[config.mk]
export PLATFORM = sky130hd
export DESIGN_NAME = usp_top
export DESIGN_NICKNAME = d
export VERILOG_FILES = /design/src/verilog/usp_pkg.sv /design/src/verilog/usp_top.sv
export SDC_FILE = /design/constraint.sdc
export NUM_CORES = 1
export LEC_CHECK = 0
export BUFFER_PORTS_ARGS = -buffer_cell sky130_fd_sc_hd__buf_2
export CAP_MARGIN = 10
export CORE_UTILIZATION = 40
export DETAILED_ROUTE_END_ITERATION = 8
export PLACE_DENSITY_LB_ADDON = 0.25
export REMOVE_ABC_BUFFERS = 1
export SETUP_SLACK_MARGIN = 0.4
export SYNTH_ARGS = -nofsm -noshare
export SYNTH_HDL_FRONTEND = slang
export SYNTH_SLANG_ARGS = --single-unit
[constraint.sdc]
create_clock -name clk -period 4.8 [get_ports clk]
set_input_delay 0.48 -clock clk [delete_from_list [all_inputs] [get_ports clk]]
set_output_delay 0.48 -clock clk [all_outputs]
set_load 0.05 [all_outputs]
[src/verilog/usp_pkg.sv]
// Package for the universal serial port: register map, control layout,
// reset values, mode codes and bit timing shared by the design files.
// Assumes a 32-bit register port with byte addresses on aligned words.
`default_nettype none
package usp_pkg;
  // Register byte offsets
  localparam logic [5:0] OFS_CTRL = 6'h00;
  localparam logic [5:0] OFS_BAUD = 6'h04;
  localparam logic [5:0] OFS_FDIV = 6'h08;
  localparam logic [5:0] OFS_TXD  = 6'h0c;
  localparam logic [5:0] OFS_RXD  = 6'h10;
  localparam logic [5:0] OFS_STAT = 6'h14;
  localparam logic [5:0] OFS_CLR  = 6'h18;
  localparam logic [5:0] OFS_IEN  = 6'h1c;
  localparam logic [5:0] OFS_IRW  = 6'h20;
  localparam logic [5:0] OFS_LVL  = 6'h24;

  // Frame modes, in control bits [2:1]
  typedef enum logic [1:0] {
    USP_ASYNC8,
    USP_ASYNC9,
    USP_WAKE,
    USP_SYNC
  } usp_mode_t;

  // Control register layout, bit 0 at the bottom
  typedef struct packed {
    logic      abd_en;
    logic      sync_rx;
    logic      irda_prog;
    logic      irda;
    logic      loop;
    logic      frame_chk;
    logic      two_stop;
    logic      odd;
    logic      par_en;
    usp_mode_t mode;
    logic      en;
  } usp_ctrl_t;

  localparam int unsigned CTRL_W = 12;

  // Reset values
  localparam logic [11:0] CTRL_RST = 12'h000;
  localparam logic [15:0] BAUD_RST = 16'h0000;
  localparam logic [8:0]  FDIV_RST = 9'h000;
  localparam logic [7:0]  IRW_RST  = 8'h10;
  localparam logic [7:0]  IEN_RST  = 8'h00;

  // Status bit positions
  localparam int unsigned ST_TBE = 0;
  localparam int unsigned ST_TXC = 1;
  localparam int unsigned ST_RXF = 2;
  localparam int unsigned ST_FE  = 3;
  localparam int unsigned ST_PE  = 4;
  localparam int unsigned ST_OE  = 5;
  localparam int unsigned ST_ABS = 6;
  localparam int unsigned ST_ABE = 7;
  localparam int unsigned NST    = 8;

  // Bit timing in oversample ticks: 16 per bit, sample at the middle
  localparam logic [3:0] OS_LAST  = 4'hf;
  localparam logic [3:0] OS_MID   = 4'h7;
  localparam logic [3:0] IRDA_FIX = 4'h2;
endpackage
`default_nettype wire

[src/verilog/usp_top.sv]
// Universal serial port: async full duplex with parity, wake-up bit, IrDA and
// autobaud, or half-duplex synchronous with a driven shift clock; 8-entry FIFOs.
// Assumes rxd_i is asynchronous to clk; all other inputs are on clk.
//
// Overview of operation
// Async frame: start, 8 or 9 data bits incl. parity, one or two stops
// Async runs both directions at once; sync moves one direction at a time
// Wake-up mode carries 8 data bits plus a ninth address marker bit
// IrDA pulse coding up to 115.2 kbit/s, fixed or programmable width
// Sync mode shifts 8-bit bytes on a shift clock the port drives
// Sync mode shifts the least significant bit first
// Transmit and receive each pass an eight-entry FIFO
// Fractional divider ahead of the reload counter sets the bit rate
// Async rate programmable from 2.5 Mbit/s to 0.6 bit/s at 40 MHz; here down to about 0.075 bit/s
// Sync rate programmable from 5 Mbit/s to 406.9 bit/s at 40 MHz; here from 20 Mbit/s down to about 0.6 bit/s
// Autobaud measures a start bit, then loads rate and mode itself
// Parity inserted on transmit, checked on receive, error on mismatch
// Missing stop bit gives a framing error when checking is on
// Overrun when a character completes with the receive buffer full
// Four interrupt lines: transmit, receive, error, autobaud
// Interrupts on buffer empty, last bit, receive, errors, autobaud start/end
// Loop-back routes transmit output into the receiver
// Error flags stay set until cleared; reception goes on meanwhile
// Idle async line is high; start bit is low for one bit period
//
// Our own choices: the address-and-strobe port and the address map.
`default_nettype none

module usp_fifo #(
  parameter int unsigned W     = 9,
  parameter int unsigned DEPTH = 8,
  parameter int unsigned CW    = $clog2(DEPTH + 1)
) (
  // System
  input  wire logic          clk,
  input  wire logic          srst,
  // Fill side
  input  wire logic          push,
  input  wire logic [W-1:0]  din,
  output logic               full,
  // Drain side
  input  wire logic          pop,
  output logic [W-1:0]       dout,
  output logic               empty,
  output logic [CW-1:0]      count
);
  localparam int unsigned PW = $clog2(DEPTH);
  logic [W-1:0]  mem [DEPTH];
  logic [PW-1:0] wp;
  logic [PW-1:0] rp;
  logic [PW-1:0] next_wp;
  logic [PW-1:0] next_rp;
  logic [CW-1:0] next_count;
  logic          do_push;
  logic          do_pop;

  always_comb begin
    do_push    = push && !full;
    do_pop     = pop && !empty;
    next_wp    = do_push ? ((wp == PW'(DEPTH - 1)) ? '0 : wp + 1'b1) : wp;
    next_rp    = do_pop ? ((rp == PW'(DEPTH - 1)) ? '0 : rp + 1'b1) : rp;
    next_count = count + CW'(do_push) - CW'(do_pop);
  end

  always_ff @(posedge clk) begin
    if (srst) begin
      wp    <= '0;
      rp    <= '0;
      count <= '0;
    end else begin
      wp    <= next_wp;
      rp    <= next_rp;
      count <= next_count;
    end
    // Storage needs no reset; only the pointers define what is valid
    if (do_push) begin
      mem[wp] <= din;
    end
  end

  assign full  = (count == CW'(DEPTH));
  assign empty = (count == '0);
  assign dout  = mem[rp];
endmodule

module usp_top #(
  parameter int unsigned DEPTH = 8,
  parameter int unsigned CW    = $clog2(DEPTH + 1)
) (
  // System
  input  wire logic        clk,
  input  wire logic        srst,
  // Register port
  input  wire logic [5:0]  reg_addr,
  input  wire logic [31:0] reg_wdata,
  input  wire logic        reg_wr,
  input  wire logic        reg_rd,
  output logic [31:0]      reg_rdata,
  // Serial pins: txd is async data or sync shift clock
  output logic             txd,
  input  wire logic        rxd_i,
  output logic             rxd_o,
  output logic             rxd_oe,
  // Interrupt lines
  output logic             irq_tx,
  output logic             irq_rx,
  output logic             irq_err,
  output logic             irq_abd
);
  typedef enum {R_IDLE, R_START, R_DATA, R_STOP} usp_rx_st_t;
  typedef enum {T_IDLE, T_START, T_DATA, T_STOP, T_SYNC} usp_tx_st_t;

  usp_pkg::usp_ctrl_t ctrl, next_ctrl;
  logic [15:0] baud, next_baud;
  logic [8:0]  fdiv, next_fdiv;
  logic [7:0]  irw, next_irw;
  logic [7:0]  ien, next_ien;
  logic [7:0]  status, next_status;
  logic [31:0] next_rdata;
  logic        next_irq_tx, next_irq_rx, next_irq_err, next_irq_abd;
  logic        abd_busy, next_abd_busy;
  logic [19:0] abd_cnt, next_abd_cnt;
  logic [7:0]  st_set;

  // Baud generation
  logic [8:0]  frac, next_frac;
  logic [15:0] rcnt, next_rcnt;
  logic        os_tick;
  logic [9:0]  frac_sum;
  logic        pre_tick;

  // Receive path
  logic        rxd_s1, rxd_s2;
  logic        rx_src, rx_line, rx_line_q;
  logic        ir_hold, next_ir_hold;
  logic [3:0]  ir_cnt, next_ir_cnt;
  usp_rx_st_t  rst_q, next_rst;
  logic [3:0]  r_tick, next_r_tick;
  logic [3:0]  r_bit, next_r_bit;
  logic [8:0]  r_sh, next_r_sh;
  logic [8:0]  r_data;
  logic        a_done, a_fe, a_pe;
  logic        nd9;

  // Transmit path
  usp_tx_st_t  tst, next_tst;
  logic [3:0]  t_tick, next_t_tick;
  logic [3:0]  t_bit, next_t_bit;
  logic [8:0]  t_sh, next_t_sh;
  logic [7:0]  t_clk, next_t_clk;
  logic        next_txd, next_rxd_o, next_rxd_oe;
  logic        t_bitval, s_done, t_fin, tx_pop;
  logic [8:0]  t_frame;
  logic        t_par;

  // FIFOs
  logic          tx_full, tx_empty, rx_full, rx_empty, rx_push, rx_pop;
  logic [8:0]    tx_dout, rx_dout, rx_din;
  logic [CW-1:0] tx_cnt, rx_cnt;
  logic          tx_wr;

  assign tx_wr = reg_wr && (reg_addr == usp_pkg::OFS_TXD);
  assign rx_pop = reg_rd && (reg_addr == usp_pkg::OFS_RXD);

  usp_fifo #(.W(9), .DEPTH(DEPTH), .CW(CW)) u_txf (
    .clk(clk), .srst(srst), .push(tx_wr), .din(reg_wdata[8:0]), .full(tx_full),
    .pop(tx_pop), .dout(tx_dout), .empty(tx_empty), .count(tx_cnt));
  usp_fifo #(.W(9), .DEPTH(DEPTH), .CW(CW)) u_rxf (
    .clk(clk), .srst(srst), .push(rx_push), .din(rx_din), .full(rx_full),
    .pop(rx_pop), .dout(rx_dout), .empty(rx_empty), .count(rx_cnt));

  // Baud generator: fractional step then reload count, one tick per 1/16 async bit or per half sync bit
  always_comb begin
    frac_sum  = {1'b0, frac} + {1'b0, fdiv};
    pre_tick  = (fdiv == '0) ? 1'b1 : frac_sum[9];
    next_frac = (fdiv == '0) ? frac : frac_sum[8:0];
    os_tick   = pre_tick && (rcnt == '0);
    next_rcnt = rcnt;
    if (pre_tick) begin
      next_rcnt = (rcnt == '0) ? baud : rcnt - 1'b1;
    end
  end

  always_ff @(posedge clk) begin
    if (srst) begin
      frac <= '0;
      rcnt <= '0;
    end else begin
      frac <= next_frac;
      rcnt <= next_rcnt;
    end
  end

  // Receive path: loop-back, IrDA pulse stretch, async framing
  always_comb begin
    rx_src       = ctrl.loop ? txd : rxd_s2;
    rx_line      = ctrl.irda ? !ir_hold : rx_src;
    nd9          = (ctrl.mode != usp_pkg::USP_ASYNC8);
    next_ir_hold = ir_hold;
    next_ir_cnt  = ir_cnt;
    // A pulse marks a zero bit; hold the line low for one bit time
    if (rx_src) begin
      next_ir_hold = 1'b1;
      next_ir_cnt  = '0;
    end else if (ir_hold && os_tick) begin
      next_ir_cnt  = ir_cnt + 1'b1;
      next_ir_hold = (ir_cnt != usp_pkg::OS_LAST);
    end
    next_rst    = rst_q;
    next_r_tick = r_tick;
    next_r_bit  = r_bit;
    next_r_sh   = r_sh;
    r_data      = nd9 ? r_sh : {1'b0, r_sh[8:1]};
    a_done      = 1'b0;
    a_fe        = 1'b0;
    a_pe        = 1'b0;
    case (rst_q)
      R_IDLE: begin
        if (ctrl.en && ctrl.mode != usp_pkg::USP_SYNC && !abd_busy && !ctrl.abd_en &&
            rx_line_q && !rx_line) begin
          next_rst    = R_START;
          next_r_tick = '0;
        end
      end
      R_START: begin
        if (os_tick) begin
          next_r_tick = r_tick + 1'b1;
          if (r_tick == usp_pkg::OS_MID) begin
            next_rst    = rx_line ? R_IDLE : R_DATA;
            next_r_tick = '0;
            next_r_bit  = '0;
          end
        end
      end
      R_DATA: begin
        if (os_tick) begin
          next_r_tick = r_tick + 1'b1;
          if (r_tick == usp_pkg::OS_LAST) begin
            next_r_sh  = {rx_line, r_sh[8:1]};
            next_r_bit = r_bit + 1'b1;
            if (r_bit == (nd9 ? 4'h8 : 4'h7)) begin
              next_rst = R_STOP;
            end
          end
        end
      end
      R_STOP: begin
        if (os_tick) begin
          next_r_tick = r_tick + 1'b1;
          if (r_tick == usp_pkg::OS_LAST) begin
            a_done   = 1'b1;
            a_fe     = ctrl.frame_chk && !rx_line;
            a_pe     = ctrl.par_en && ((^r_data) != ctrl.odd);
            next_rst = R_IDLE;
          end
        end
      end
      default: next_rst = R_IDLE;
    endcase
  end

  always_ff @(posedge clk) begin
    if (srst) begin
      rxd_s1    <= 1'b1;
      rxd_s2    <= 1'b1;
      rx_line_q <= 1'b1;
      ir_hold   <= 1'b0;
      ir_cnt    <= '0;
      rst_q     <= R_IDLE;
      r_tick    <= '0;
      r_bit     <= '0;
      r_sh      <= '0;
    end else begin
      rxd_s1    <= rxd_i;
      rxd_s2    <= rxd_s1;
      rx_line_q <= rx_line;
      ir_hold   <= next_ir_hold;
      ir_cnt    <= next_ir_cnt;
      rst_q     <= next_rst;
      r_tick    <= next_r_tick;
      r_bit     <= next_r_bit;
      r_sh      <= next_r_sh;
    end
  end

  // Transmit path: async frames, IrDA pulses, sync shift clock
  always_comb begin
    t_par   = ctrl.odd ^ (nd9 ? ^tx_dout[7:0] : ^tx_dout[6:0]);
    t_frame = tx_dout;
    if (ctrl.par_en) begin
      t_frame = nd9 ? {t_par, tx_dout[7:0]} : {1'b0, t_par, tx_dout[6:0]};
    end
    next_tst    = tst;
    next_t_tick = t_tick;
    next_t_bit  = t_bit;
    next_t_sh   = t_sh;
    tx_pop      = 1'b0;
    s_done      = 1'b0;
    t_fin       = 1'b0;
    t_bitval    = 1'b1;
    case (tst)
      T_IDLE: begin
        if (ctrl.en && !tx_empty && !abd_busy) begin
          tx_pop      = 1'b1;
          next_t_tick = '0;
          next_t_bit  = '0;
          next_t_sh   = t_frame;
          next_tst    = (ctrl.mode == usp_pkg::USP_SYNC) ? T_SYNC : T_START;
        end
      end
      T_START: begin
        t_bitval = 1'b0;
        if (os_tick) begin
          next_t_tick = t_tick + 1'b1;
          if (t_tick == usp_pkg::OS_LAST) begin
            next_tst = T_DATA;
          end
        end
      end
      T_DATA: begin
        t_bitval = t_sh[0];
        if (os_tick) begin
          next_t_tick = t_tick + 1'b1;
          if (t_tick == usp_pkg::OS_LAST) begin
            next_t_sh  = {1'b0, t_sh[8:1]};
            next_t_bit = t_bit + 1'b1;
            if (t_bit == (nd9 ? 4'h8 : 4'h7)) begin
              next_tst   = T_STOP;
              next_t_bit = '0;
            end
          end
        end
      end
      T_STOP: begin
        if (os_tick) begin
          next_t_tick = t_tick + 1'b1;
          if (t_tick == usp_pkg::OS_LAST) begin
            next_t_bit = t_bit + 1'b1;
            if (!ctrl.two_stop || t_bit == 4'h1) begin
              next_tst = T_IDLE;
              t_fin    = 1'b1;
            end
          end
        end
      end
      T_SYNC: begin
        // Even phase: clock low, data set up; odd phase: clock high, sample
        if (os_tick) begin
          next_t_tick = t_tick + 1'b1;
          if (!t_tick[0] && ctrl.sync_rx) begin
            next_t_sh = {1'b0, rxd_s2, t_sh[7:1]};
          end else if (t_tick[0] && !ctrl.sync_rx) begin
            next_t_sh = {1'b0, t_sh[8:1]};
          end
          if (t_tick == usp_pkg::OS_LAST) begin
            next_tst = T_IDLE;
            t_fin    = 1'b1;
            s_done   = ctrl.sync_rx;
          end
        end
      end
      default: next_tst = T_IDLE;
    endcase
    // Clock count since bit start drives the programmable IrDA width
    next_t_clk = (os_tick && t_tick == usp_pkg::OS_LAST) ? '0 :
                 (t_clk == 8'hff) ? t_clk : t_clk + 1'b1;
    if (tst == T_SYNC) begin
      next_txd    = t_tick[0];
      next_rxd_o  = t_sh[0];
      next_rxd_oe = !ctrl.sync_rx;
    end else if (ctrl.irda) begin
      next_txd    = !t_bitval && (ctrl.irda_prog ? (t_clk < irw) :
                                  (t_tick <= usp_pkg::IRDA_FIX));
      next_rxd_o  = 1'b0;
      next_rxd_oe = 1'b0;
    end else begin
      next_txd    = t_bitval;
      next_rxd_o  = 1'b0;
      next_rxd_oe = 1'b0;
    end
  end

  always_ff @(posedge clk) begin
    if (srst) begin
      tst    <= T_IDLE;
      t_tick <= '0;
      t_bit  <= '0;
      t_sh   <= '0;
      t_clk  <= '0;
      txd    <= 1'b1;
      rxd_o  <= 1'b0;
      rxd_oe <= 1'b0;
    end else begin
      tst    <= next_tst;
      t_tick <= next_t_tick;
      t_bit  <= next_t_bit;
      t_sh   <= next_t_sh;
      t_clk  <= next_t_clk;
      txd    <= next_txd;
      rxd_o  <= next_rxd_o;
      rxd_oe <= next_rxd_oe;
    end
  end

  // Received characters: async has priority over sync, mode change only
  assign rx_push = a_done || s_done;
  assign rx_din  = a_done ? r_data : {1'b0, t_sh[7:0]};

  // Register file, status, autobaud and interrupt lines
  always_comb begin
    next_ctrl     = ctrl;
    next_baud     = baud;
    next_fdiv     = fdiv;
    next_irw      = irw;
    next_ien      = ien;
    next_abd_busy = abd_busy;
    next_abd_cnt  = abd_cnt;
    st_set        = '0;
    st_set[usp_pkg::ST_TBE] = tx_pop && (tx_cnt == CW'(1));
    st_set[usp_pkg::ST_TXC] = t_fin;
    st_set[usp_pkg::ST_RXF] = rx_push && !rx_full;
    st_set[usp_pkg::ST_FE]  = a_fe;
    st_set[usp_pkg::ST_PE]  = a_pe;
    st_set[usp_pkg::ST_OE]  = rx_push && rx_full;
    if (reg_wr) begin
      if (reg_addr == usp_pkg::OFS_CTRL) begin
        next_ctrl = usp_pkg::usp_ctrl_t'(reg_wdata[usp_pkg::CTRL_W-1:0]);
      end else if (reg_addr == usp_pkg::OFS_BAUD) begin
        next_baud = reg_wdata[15:0];
      end else if (reg_addr == usp_pkg::OFS_FDIV) begin
        next_fdiv = reg_wdata[8:0];
      end else if (reg_addr == usp_pkg::OFS_IEN) begin
        next_ien = reg_wdata[7:0];
      end else if (reg_addr == usp_pkg::OFS_IRW) begin
        next_irw = reg_wdata[7:0];
      end
    end
    // Autobaud times the start bit of a character whose first data bit is one
    if (!abd_busy && ctrl.abd_en && rx_line_q && !rx_line) begin
      next_abd_busy = 1'b1;
      next_abd_cnt  = '0;
      st_set[usp_pkg::ST_ABS] = 1'b1;
    end else if (abd_busy && (!rx_line_q || !rx_line)) begin
      next_abd_cnt = (abd_cnt == 20'hfffff) ? abd_cnt : abd_cnt + 1'b1;
    end else if (abd_busy) begin
      next_abd_busy      = 1'b0;
      next_baud          = (abd_cnt[19:4] == '0) ? '0 : abd_cnt[19:4] - 1'b1;
      next_fdiv          = '0;
      next_ctrl.mode     = usp_pkg::USP_ASYNC8;
      next_ctrl.par_en   = 1'b0;
      next_ctrl.two_stop = 1'b0;
      next_ctrl.irda     = 1'b0;
      next_ctrl.abd_en   = 1'b0;
      next_ctrl.en       = 1'b1;
      st_set[usp_pkg::ST_ABE] = 1'b1;
    end
    // A new event wins over a clear in the same cycle; flags hold until cleared
    next_status = status | st_set;
    if (reg_wr && reg_addr == usp_pkg::OFS_CLR) begin
      next_status = (status & ~reg_wdata[7:0]) | st_set;
    end
    next_irq_tx  = |(next_status[1:0] & next_ien[1:0]);
    next_irq_rx  = next_status[usp_pkg::ST_RXF] && next_ien[usp_pkg::ST_RXF];
    next_irq_err = |(next_status[5:3] & next_ien[5:3]);
    next_irq_abd = |(next_status[7:6] & next_ien[7:6]);
    next_rdata   = 32'h0000_0000;
    if (reg_rd) begin
      if (reg_addr == usp_pkg::OFS_CTRL) begin
        next_rdata = 32'(ctrl);
      end else if (reg_addr == usp_pkg::OFS_BAUD) begin
        next_rdata = 32'(baud);
      end else if (reg_addr == usp_pkg::OFS_FDIV) begin
        next_rdata = 32'(fdiv);
      end else if (reg_addr == usp_pkg::OFS_RXD) begin
        next_rdata = rx_empty ? 32'h0000_0000 : 32'(rx_dout);
      end else if (reg_addr == usp_pkg::OFS_STAT) begin
        next_rdata = 32'(status);
      end else if (reg_addr == usp_pkg::OFS_IEN) begin
        next_rdata = 32'(ien);
      end else if (reg_addr == usp_pkg::OFS_IRW) begin
        next_rdata = 32'(irw);
      end else if (reg_addr == usp_pkg::OFS_LVL) begin
        next_rdata = {10'h000, abd_busy, tst != T_IDLE, rst_q != R_IDLE,
                      rx_full, tx_full, rx_empty, 8'(tx_cnt), 8'(rx_cnt)};
      end
    end
  end

  always_ff @(posedge clk) begin
    if (srst) begin
      ctrl      <= usp_pkg::usp_ctrl_t'(usp_pkg::CTRL_RST);
      baud      <= usp_pkg::BAUD_RST;
      fdiv      <= usp_pkg::FDIV_RST;
      irw       <= usp_pkg::IRW_RST;
      ien       <= usp_pkg::IEN_RST;
      status    <= '0;
      abd_busy  <= 1'b0;
      abd_cnt   <= '0;
      reg_rdata <= '0;
      irq_tx    <= 1'b0;
      irq_rx    <= 1'b0;
      irq_err   <= 1'b0;
      irq_abd   <= 1'b0;
    end else begin
      ctrl      <= next_ctrl;
      baud      <= next_baud;
      fdiv      <= next_fdiv;
      irw       <= next_irw;
      ien       <= next_ien;
      status    <= next_status;
      abd_busy  <= next_abd_busy;
      abd_cnt   <= next_abd_cnt;
      reg_rdata <= next_rdata;
      irq_tx    <= next_irq_tx;
      irq_rx    <= next_irq_rx;
      irq_err   <= next_irq_err;
      irq_abd   <= next_irq_abd;
    end
  end
endmodule
`default_nettype wire

# == After elaboration in Yosys (flattened, before gate mapping) ==
# Memory sizes are Yosys's and may differ from the RTL's. A register that Yosys moved wholly into a read port is not among the register bits.
# Index checks and enable logic that the tools add are counted.
# Widths: inputs -> output; s select.
# word_totals
input_bits,43
output_inout_bits,39
wordCells,380
latch_bits,0
rom_bits,0
mem_bits_rw,144
mem_count,2
register_bits,270
# op_classes
n_mux,146
multipliers,0
div,0
add_sub_neg,18
shift,0
bitwise,15
reduce_logical,88
eq_ne,59
magnitude_cmp,2
# memory_table
name,words,width,read_ports,rd_clocked_by_memory_dff,write_ports,line_no,text
u_rxf.mem,8,9,1,1,1,usp_top.sv:48,logic [W-1:0] mem [DEPTH];
u_txf.mem,8,9,1,1,1,usp_top.sv:48,
# ops
operator,count
$mux 32,19
$mux 9,18
$mux 16,10
$pmux 32 s5,1
$eq 32x2->1 const B,4
$pmux 32 s4,1
$mux 22,5
$mux 4,19
$eq 32x1->1 const B,2
$logic_not 32->1,2
$reduce_bool 32->1,2
$mux 8,6
$mux 1,47
$ne 2x2->1 const B,21
$mux 12,3
$eq 32x3->1 const B,1
$eq 32x4->1 const B,1
$logic_not 16->1,2
$sub 16x1->16 const B,2
$logic_and 1x1->1,29
$mux 3,9
$pmux 9 s3,1
$eq 6x5->1 const B,4
$pmux 4 s3,2
55 further kinds,117

# == Depth between registers and ports, before layout ==
# Gate-level depths: netlist of run 1.
# depth
ltp_word,12
mapped_depth,14
mapped_depth_nobuf,14

# == Modules after synthesis ==
# From an unflattened synthesis of run 1, not the netlist that was laid out.
# hier_totals
cells_unflattened,1577
hier_area_um2,16977.5
# by_module_without_submodules
mod,cells_each,seq_area_each_um2,instances,area_each_um2
usp_top,1211,3823.7,1,10043.4
usp_fifo,183,2422.3,2,3467.1

# == Worst setup path before layout of run 1 ==
# Ideal clock, no wire load.
# synth_timing
path_kind,reg2reg
from,reg rcnt[0]
to,"mem u_rxf.mem[4][0], enable pin"
setup_time_ns,0.387
path_slack_ns,1.297
n_path_buf,1
t_arrival_ns,3.117
period_less_slack_ns,3.503
stages_incl_launch_ff,11
required_time_ns,4.413
cell_sequence,dfxtp_1 inv_1 ha_1 or3b_1 or4_1 buf_2 nor4_4 nand2_1 a221oi_4 nand2_1 nor3_1
# synth_via
elab_chain_cells,8
elab_cells_between_ends,10
classes_between,mux (6); reduce/logical (4)
# synth_lines
element,line_no,text
from (decl),usp_top.sv:127,"logic [15:0] rcnt, next_rcnt;"
from (signal assigned),usp_top.sv:190,rcnt <= next_rcnt;
$logic_not 16->1 (*),usp_top.sv:177,os_tick = pre_tick && (rcnt == '0);
$logic_and 1x1->1 (*),usp_top.sv:177,
"$mux 1, on equally long branches","usp_top.sv:248, usp_top.sv:348",
"$mux 1, on equally long branches","usp_top.sv:217, usp_top.sv:301",
$logic_or 1x1->1 (*),usp_top.sv:406,assign rx_push = a_done || s_done;
$logic_and 1x1->1 (*),usp_top.sv:58,do_push = push && !full;
named net u_rxf.do_push,usp_top.sv:54,logic do_push;
$mux 1 (*),usp_top.sv:76,if (do_push) begin
$mux 1 (not written as such) (*),usp_top.sv:77,mem[wp] <= din;
to (decl),usp_top.sv:48,
# Mark *: on every way through the listed nets, which the timed path passes. The rest lies on a longest branch.

# == Final worst setup path of run 1 ==
# layout_timing
from,reg rcnt[0]
to,reg u_rxf.count[2]
# layout_via
elab_chain_cells,8
elab_cells_between_ends,10
classes_between,add/sub (2); mux (4); reduce/logical (4)
# layout_lines
element,line_no,text
$logic_not 16->1 (*),usp_top.sv:177,
$logic_and 1x1->1 (*),usp_top.sv:177,
"$mux 1, on equally long branches","usp_top.sv:248, usp_top.sv:348",
"$mux 1, on equally long branches","usp_top.sv:217, usp_top.sv:301",
$logic_or 1x1->1 (*),usp_top.sv:406,
$logic_and 1x1->1 (*),usp_top.sv:58,
named net u_rxf.do_push,usp_top.sv:54,
$add 4x1->4 (*),usp_top.sv:62,next_count = count + CW'(do_push) - CW'(do_pop);
$sub 4x1->4 (*),usp_top.sv:62,
to (signal assigned),usp_top.sv:73,count <= next_count;
to (decl),usp_top.sv:45,output logic [CW-1:0] count
# Marks and branches as above.
# A chain may end at the register's enable or synchronous reset.

==> impl_metrics.json, run 1 <==
{
  "power_mw": 7.02,
  "drtIter0Drc": 943,
  "ant_nets": 0,
  "holdBufCountCts": 0,
  "cts_tree": "done",
  "fin_worst_skew_ns": 0.0182,
  "cp.arrival_ns": 4.28,
  "fin_nets": 1713,
  "tns_ns": 0,
  "stdcell_count": 2173,
  "start_util": 0.410,
  "grt-ovfl-total": 0,
  "fillers": 3713,
  "cts_buffers": 40,
  "end_kind": "flip-flop",
  "design.core.area_mm2": 0.0401,
  "diodes": 0,
  "syn_area_mm2": 0.0164,
  "avgRoutedWirePerCell_um": 19.6,
  "synth_top_area_share": 0.264,
  "setup_viol": 0,
  "required_ns": 5.23,
  "critPathKind": "reg -> reg",
  "layout_commonest_cell": "nor2_1",
  "ir_drop_mv": 0.199,
  "ys_types": 67,
  "ys_seq_area_frac": 0.528,
  "die_width_um": 205,
  "viasPerCell": 5.48,
  "hp-class": "in -> reg",
  "relSlewSlack": 0.235,
  "clockBufferDepth": 3,
  "period_share": 0.801,
  "grt_max_degree": 72,
  "cp_max_fo": 8,
  "leakage_nw": 6.59,
  "powerDensity_mw_per_mm2": 379,
  "whs_ns": 0.109,
  "syn_inst": 1574,
  "syn_avg_cell_area_um2": 10.4,
  "synth_largest_area_cell": "dfxtp_1",
  "area_growth_syn_to_layout_pct": 12.7,
  "timing.fmax_ghz": 0.260,
  "slew_violations": 0,
  "worst_setup_path_start_kind": "flip-flop",
  "num_io_pins": 82,
  "drive_gt1_frac": 0.124,
  "die_h_um": 205,
  "dr_total_vias": 11900,
  "synthTopCellsByArea": "dfxtp_1 (26%), edfxtp_1 (26%), nor2_1 (5.0%)",
  "synth_ff_type": "dfxtp_1",
  "first_pass_iters": 7,
  "drc": 0,
  "worstMarginPinSlew_ns": 1.14,
  "async_flop_share": 0,
  "fin_crit_ns": 3.84,
  "dpl.hpwl_mm": 29.8,
  "most-common-layout-cells": "nor2_1 (219), dfxtp_1 (217), nand2_1 (148)",
  "cts_setup_buffers": 0,
  "hold_viol": 0,
  "yosysWarnings": 0,
  "status": "completed",
  "grt_use_total": 0.206,
  "drv_cap": 0,
  "gp_congestion": 0.918,
  "clk_latency_ns": 0.56,
  "dieArea_mm2": 0.0419,
  "routed_wl_mm": 42.6,
  "cts_sinks": 361,
  "grt_setup_unrepaired": "no",
  "port_buffers": 55,
  "grt_pass1_wl_mm": 65.5,
  "cts-root-buf": "clkbuf_16",
  "grt_pass1_vias": 11300,
  "rows": 73,
  "cts_resized": 0,
  "clk_pin_slew_ns": 0.06,
  "htree_levels": 2,
  "post-place-cells": 2101,
  "antenna_found_initial": 0,
  "synth-edff-count": 144,
  "ys_seq_elements": 361
}
==> cells in the mapped netlist, drive strengths merged, types with 4 or more instances <==
| library cell | number |
|---|---|
| a211oi | 14 |
| a21boi | 5 |
| a21o | 9 |
| a21oi | 91 |
| a221oi | 10 |
| a222oi | 8 |
| a22oi | 11 |
| a311oi | 4 |
| a31oi | 19 |
| a32oi | 5 |
| a41oi | 5 |
| and2 | 10 |
| and3 | 15 |
| buf | 29 |
| clkbuf | 58 |
| dfxtp | 217 |
| edfxtp | 144 |
| ha | 49 |
| inv | 48 |
| mux2 | 15 |
| mux2i | 79 |
| mux4 | 29 |
| nand2 | 149 |
| nand2b | 14 |
| nand3 | 39 |
| nand3b | 5 |
| nand4 | 16 |
| nor2 | 221 |
| nor2b | 7 |
| nor3 | 42 |
| nor3b | 7 |
| nor4 | 14 |
| o211ai | 5 |
| o21ai | 48 |
| o22ai | 10 |
| o31ai | 4 |
| o41ai | 5 |
| or2 | 7 |
| or3 | 14 |
| or4 | 6 |
| xnor2 | 37 |
| xor2 | 27 |
==> critical path, stage by stage (launching register included) <==
cell	delay, ns
dfxtp_1	0.32
inv_1	0.09
ha_1	0.19
or3b_1	0.42
or4_1	0.60
nor4_4	0.45
nand2_1	0.23
a221oi_4	0.53
ha_1	0.27
inv_1	0.06
fa_1	0.37
xor2_1	0.15
nor2_1	0.05
==> power by group <==
part | switching (mW) | internal (mW)
clock | 1.28 | 1.82
sequential | 0.0634 | 3.23
combinational | 0.419 | 0.215
total | 1.76 | 5.26
==> per-layer routing <==
layer / up-vias / part of all wire / global-route usage
met2: 314 / 0.47 / 0.332
met3: 78 / 0.050 / 0.0350
met5: - / 0 / 0
met1: 5757 / 0.45 / 0.274
li1: 5754 / - / -
met4: 0 / 0.033 / 0.0826
==> final timing paths <==
| path | startpoint | to | depth (start not counted) | slack, ns |
|---|---|---|---|---|
| worst max-delay path | rcnt[0]$_SDFFE_PP0P_ | u_rxf.count[2]$_SDFF_PP0_ | 12 | 0.96 |
| worst min-delay path | rxd_i | rxd_s1$_SDFF_PP1_ | 2 | 0.11 |
| worst max register to register | rcnt[0]$_SDFFE_PP0P_ | u_rxf.count[2]$_SDFF_PP0_ | 12 | 0.96 |
| worst min register to register | rxd_s1$_SDFF_PP1_ | rxd_s2$_SDFF_PP1_ | 1 | 0.41 |
==> through the flow <==
step           utilization  setup WS, ns  area (um^2)
4_1_cts              0.462         0.968        18500
3_5_place_dp         0.429         0.989        17200
3_3_place_gp         0.429         0.991        17200
6_report             0.462         0.957        18500
5_1_grt              0.462         0.779        18500
2_1_floorplan            -         0.766        16100
==> kinds of logic after synthesis <==
| group | Yosys count | share of synthesized area |
|---|---|---|
| flops | 361 | 0.528 |
| compound gates | 266 | 0.105 |
| mux | 123 | 0.0982 |
| simple gates | 570 | 0.160 |
| fa+ha+maj | 52 | 0.0410 |
| buf+inv | 137 | 0.0345 |
| other cells | 1 | 0.000228 |
| xor+xnor | 64 | 0.0341 |
==> flip-flops by register name, summed over array words and instances, names as in the netlist, 8 cells and up, named ones only <==
name and count:
fdiv 9, abd_cnt 20, ien 8, t_clk 8, ctrl 12, irw 8, status 8, rcnt 16
baud 16, t_sh 9, r_sh 9, u_txf.mem 72, reg_rdata 22, frac 9, u_rxf.mem 72
==> cell type report <==
cell class,instances,area (um^2),share of cell area
Multi-Input combinational cell,1085,7230,0.391
Inverter,50,188,0.0101
Timing Repair Buffer,80,465,0.0251
Tap cell,525,657,0.0355
Sequential cell,361,8670,0.468
Clock buffer,47,1070,0.0577
Clock inverter,25,243,0.0131
Note: power is estimated with default switching activity, not from simulation.
==> run 2, diff against run 1 <==
==> constraint.sdc (replaced) <==
create_clock -name clk -period 3.23 [get_ports clk]
set_input_delay 0.323 -clock clk [delete_from_list [all_inputs] [get_ports clk]]
set_output_delay 0.323 -clock clk [all_outputs]
set_load 0.05 [all_outputs]
==> run 2 against run 1 <==
Against the previous run: design area up 5.0%; clock power rose by 48%; combinational power is 86% higher; sequential power rose by 48%; sequential share of layout area decreased by 2.2 points; utilization rose by 2.3 points; global-route usage rose by 0.076 points; largest power group unchanged; worst hold slack worse by 0.066 ns.
==> impl_metrics.json, run 2 (synthesis gave the netlist of run 1 again) <==
{
  "clk_latency_ns": 0.55,
  "grt_max_degree": 123,
  "drive_gt1_frac": 0.178,
  "drv_cap": 0,
  "cts_sinks": 361,
  "cts_tree": "done",
  "status": "completed",
  "powerDensity_mw_per_mm2": 548,
  "dr_total_vias": 12100,
  "design.core.area_mm2": 0.0401,
  "cts-root-buf": "clkbuf_16",
  "min_from": "reg_wdata[13]",
  "gp_congestion": 0.905,
  "worst_setup_path_start_kind": "flip-flop",
  "critPathLaunch": "rcnt[0]$_SDFFE_PP0P_",
  "grt_pass1_vias": 11600,
  "num_io_pins": 82,
  "fin_area_mm2": 0.0195,
  "slew_violations": 0,
  "htree_levels": 2,
  "most-common-layout-cells": "dfxtp_1 (215), nor2_1 (213), nand2_1 (145)",
  "area_growth_syn_to_layout_pct": 18.4,
  "first_pass_iters": 6,
  "start_util": 0.410,
  "power_mw": 10.7,
  "cp_max_fo": 5,
  "diodes": 0,
  "postPlaceCellArea_mm2": 0.0176,
  "die_width_um": 205,
  "fillers": 3614,
  "die_h_um": 205,
  "grt-ovfl-total": 0,
  "reg2reg_from": "rcnt[0]$_SDFFE_PP0P_",
  "dpl.hpwl_mm": 30.1,
  "grt_use_total": 0.207,
  "fin_nets": 1785,
  "relSlewSlack": 0.478,
  "layout_commonest_cell": "dfxtp_1",
  "rows": 73,
  "required_ns": 3.49,
  "clockBufferDepth": 3,
  "ir_drop_mv": 0.376,
  "dieArea_mm2": 0.0419,
  "finalWorstSetupSlack_ns": 0.163,
  "leakage_nw": 7.00,
  "avgRoutedWirePerCell_um": 19.4,
  "grt_pass1_wl_mm": 66.2,
  "tns_ns": 0,
  "fin_worst_skew_ns": 0.0167,
  "end_kind": "flip-flop",
  "antenna_found_initial": 0,
  "dp_slack_ns": -0.0851,
  "hold_viol": 0,
  "clk_pin_slew_ns": 0.06,
  "viasPerCell": 5.38,
  "ant_nets": 0,
  "drtIter0Drc": 881,
  "fin_crit_ns": 3.07,
  "post-place-cells": 2145,
  "cp.arrival_ns": 3.33,
  "cts_buffers": 40,
  "routed_wl_mm": 43.5,
  "critPathKind": "reg -> reg",
  "final_util": 0.485,
  "worstMarginPinSlew_ns": 0.782,
  "timing.fmax_ghz": 0.326,
  "setup_viol": 0,
  "stdcell_count": 2245,
  "grt_setup_unrepaired": "yes",
  "top_regs": "u_rxf.mem x72, u_txf.mem x72, reg_rdata x22",
  "drc": 0,
  "whs_ns": 0.0428,
  "period_share": 0.949,
  "hp-class": "in -> reg",
  "port_buffers": 55
}
## run 2: cell types whose count changed in the layout (fill, tap and decap cells not counted), moves of 4 or more
| cell | previous run | this run |
|---|---|---|
| inv_6 | 4 | 0 |
| buf_6 | 0 | 24 |
| nor2_4 | 2 | 8 |
| nor2_1 | 219 | 213 |
| buf_4 | 26 | 68 |
| buf_12 | 0 | 4 |
| clkinv_2 | 10 | 5 |
## run 2: layout make-up
class	instances	area, um^2	share of cell area
clock inverters	19	185	0.00952
multi-input cells	1085	7450	0.383
clock buffers	53	1140	0.0587
well taps	525	657	0.0338
flip-flops and latches	361	8670	0.446
inverters	50	188	0.00965
repair buffers	152	1170	0.0599
## run 2: timing repair
| action | 4_1_cts | 5_1_grt |
|---|---|---|
| hold endpoints to repair | 1 | 0 |
| pin swaps | 9 | 8 |
| buffers inserted | 9 | 8 |
| hold buffers | 1 | 0 |
| setup endpoints to repair | 200 | 175 |
| gates resized for setup | 64 | 24 |
| gates cloned | 8 | 2 |
## run 2: final timing paths
kind                                                   to  slack [ns]  depth (start not counted)
worst min-delay path                  baud[13]$_SDFF_PP0_        0.04                          3
worst max register to register  u_rxf.mem[3][6]$_DFFE_PP_        0.16                         12
worst max-delay path            u_rxf.mem[3][6]$_DFFE_PP_        0.16                         12
worst min register to register          rxd_s2$_SDFF_PP1_        0.44                          1
## run 2: routing by layer
layer | vias to the layer above | share of wire | GRT usage
met5 | - | 0 | 0
met4 | 0 | 0.039 | 0.0893
met3 | 89 | 0.044 | 0.0331
met2 | 280 | 0.48 | 0.346
met1 | 5781 | 0.44 | 0.263
li1 | 5918 | - | -
## run 2: power breakdown
group	switching, mW	internal (mW)	leakage [nW]
Sequential	0.0961	4.80	3.07
Combinational	0.698	0.487	3.30
Clock	1.84	2.73	0.638
Total	2.64	8.02	7.00
## run 2: worst max-delay path, stage by stage, from the launching register on
cell and delay, ns:
dfxtp_2 0.32, inv_2 0.07, ha_4 0.13, or3b_4 0.38, or4_4 0.46, nor4_4 0.27
nand2_2 0.17, a221oi_4 0.26, buf_6 0.20, nand2b_4 0.09, buf_12 0.13, nor2_4 0.13
buf_6 0.15
==> run 3, diff against run 2 <==
--- a/config.mk
+++ b/config.mk
@@ -9,6 +9,7 @@
 export CAP_MARGIN = 10
 export CORE_UTILIZATION = 40
 export DETAILED_ROUTE_END_ITERATION = 8
+export MAX_ROUTING_LAYER = met4
 export PLACE_DENSITY_LB_ADDON = 0.25
 export REMOVE_ABC_BUFFERS = 1
 export SETUP_SLACK_MARGIN = 0.4
==> run 3 against run 2 <==
Against the previous run: combinational power hardly changed; sequential share of layout area hardly changed; final cell count stayed put; worst hold slack better by 0.00076 ns; non-clock buffer count stayed put; sequential power hardly changed; fmax is 0.64% lower.
==> impl_metrics.json, run 3 (synthesis gave the netlist of run 1 again) <==
{
  "status": "completed",
  "max_stage_delay_ns": 0.46,
  "drc": 0,
  "critPathKind": "reg -> reg",
  "crit_cells": 12,
  "pwr-share-clk": 0.429,
  "rows": 73,
  "cp_max_fo": 5,
  "grt_pass1_wl_mm": 66.2,
  "timing.fmax_ghz": 0.324,
  "dpl.hpwl_mm": 30.1,
  "num_io_pins": 82,
  "top_regs": "u_rxf.mem x72, u_txf.mem x72, reg_rdata x22",
  "cp_common_cell": "buf_6",
  "diodes": 0,
  "final-seq-area_mm2": 0.00867,
  "grt_setup_unrepaired": "yes",
  "powerDensity_mw_per_mm2": 547,
  "slew_violations": 0,
  "worstMarginPinSlew_ns": 0.775,
  "design.core.area_mm2": 0.0401,
  "grt_pass1_vias": 11600,
  "hold_viol": 0,
  "required_ns": 3.49,
  "switching_share": 0.248,
  "relSlewSlack": 0.483,
  "fillers": 3612,
  "power.internal_mw": 8.02,
  "slowest_stage": "or4_4",
  "period_share": 0.955,
  "most-common-layout-cells": "dfxtp_1 (215), nor2_1 (213), nand2_1 (145)",
  "cp_cell_sequence": "inv_2 -> ha_4 -> or3b_4 -> or4_4 -> nor4_4 -> nand2_2 -> a221oi_4 -> buf_6 -> nand2b_4 -> buf_12 -> nor2_4 -> buf_6",
  "drtIter0Drc": 930,
  "ir_drop_mv": 0.377,
  "dieArea_mm2": 0.0419,
  "post-place-cells": 2145,
  "htree_levels": 2,
  "tns_ns": 0,
  "grt-ovfl-total": 0,
  "fin_crit_ns": 3.09,
  "power_frac_seq": 0.460,
  "reg2reg_from": "rcnt[0]$_SDFFE_PP0P_",
  "worst_setup_path_start_kind": "flip-flop",
  "crit_family": "simple AND/OR/NAND/NOR gates",
  "clockBufferDepth": 3,
  "avgRoutedWirePerCell_um": 19.4,
  "first_pass_iters": 5,
  "grt_use_total": 0.213,
  "routed_wl_mm": 43.5,
  "cp.arrival_ns": 3.35,
  "postPlaceCellArea_mm2": 0.0176,
  "cts_sinks": 361,
  "hp-class": "in -> reg",
  "grt_max_degree": 123,
  "stdcell_count": 2245,
  "fin_nets": 1785,
  "crit_buf_inv": 4,
  "ff2ff_path_depth": 12,
  "dr_total_vias": 12200,
  "area_growth_syn_to_layout_pct": 18.5,
  "port_buffers": 55,
  "whs_ns": 0.0435,
  "critPathLaunch": "rcnt[0]$_SDFFE_PP0P_",
  "fin_area_mm2": 0.0195,
  "multi_input_area_mm2": 0.00746,
  "die_width_um": 205,
  "antenna_found_initial": 0,
  "cts-root-buf": "clkbuf_16",
  "clk_latency_ns": 0.55,
  "viasPerCell": 5.44,
  "p_switching_mw": 2.64,
  "gp_congestion": 0.922,
  "start_util": 0.410,
  "reg2reg_slack_ns": 0.14,
  "endpoint": "u_rxf.mem[3][4]$_DFFE_PP_",
  "r2r_end": "u_rxf.mem[3][4]$_DFFE_PP_",
  "cts_tree": "done",
  "die_h_um": 205,
  "leakage_nw": 7.02,
  "cts_buffers": 40,
  "drv_cap": 0,
  "end_kind": "flip-flop",
  "fin_worst_skew_ns": 0.0178,
  "drive_gt1_frac": 0.178,
  "power.share.combinational": 0.112,
  "clk_pin_slew_ns": 0.06,
  "ant_nets": 0,
  "setup_viol": 0,
  "layout_commonest_cell": "dfxtp_1"
}
[run 3: what timing repair did]
item | 4_1_cts | 5_1_grt
gates cloned | 8 | 2
buffers inserted | 9 | 8
endpoints found under the setup margin | 200 | 175
resized for setup | 64 | 27
hold buffers | 1 | 0
hold endpoints to repair | 1 | 0
pin swaps | 9 | 9
[run 3: layer usage]
layer	share of wire	global-route usage	routed length, um	vias up
met1	0.44	0.264	18900	5904
met4	0.037	0.0896	1620	0
met5	0	-	0	-
met3	0.048	0.0320	2110	86
li1	-	-	-	5906
met2	0.48	0.346	20800	316
[run 3: final cells by class]
| class | count | area share |
|---|---|---|
| sequential | 361 | 0.445 |
| inverter | 50 | 0.00964 |
| multi-input combinational | 1085 | 0.383 |
| timing repair buffer | 152 | 0.0599 |
| clock buffer | 53 | 0.0587 |
| tap | 525 | 0.0337 |
| clock inverter | 19 | 0.00951 |
[run 3: tightest hold or removal path: cells and delay by family]
family          cells  cell delay (ns)
simple gates        1             0.05
compound gates      1             0.07
buf+inv             1             0.09
[run 3: worst min path at each step]
stage | startpoint | end | slack (ns) | cells past startpoint
global route | reg_wdata[13] | baud[13]$_SDFF_PP0_ | 0.04 | 3
floorplan | rxd_s1$_SDFF_PP1_ | rxd_s2$_SDFF_PP1_ | 0.39 | 1
finish | reg_wdata[13] | baud[13]$_SDFF_PP0_ | 0.04 | 3
detailed placement | rxd_s1$_SDFF_PP1_ | rxd_s2$_SDFF_PP1_ | 0.44 | 1
global placement | rxd_s1$_SDFF_PP1_ | rxd_s2$_SDFF_PP1_ | 0.44 | 1
CTS | reg_wdata[13] | baud[13]$_SDFF_PP0_ | 0.02 | 3
[run 3: per-stage QoR]
step / power [mW] / util / worst slack [ns]
floorplan: 5.63 / - / -0.804
global placement: 5.98 / 0.438 / -0.0380
detailed placement: 6.00 / 0.438 / -0.0851
CTS: 10.7 / 0.480 / 0.191
global route: 11.1 / 0.486 / 0.0928
finish: 10.7 / 0.486 / 0.144
[run 3: power groups by stage]
stage               Combinational (mW)  Sequential, mW  Clock [mW]
floorplan                        0.659            4.97           0
global placement                 0.994            4.99           0
detailed placement                1.01            4.99           0
CTS                               1.11            4.90        4.68
global route                      1.30            4.91        4.86
finish                            1.19            4.90        4.57
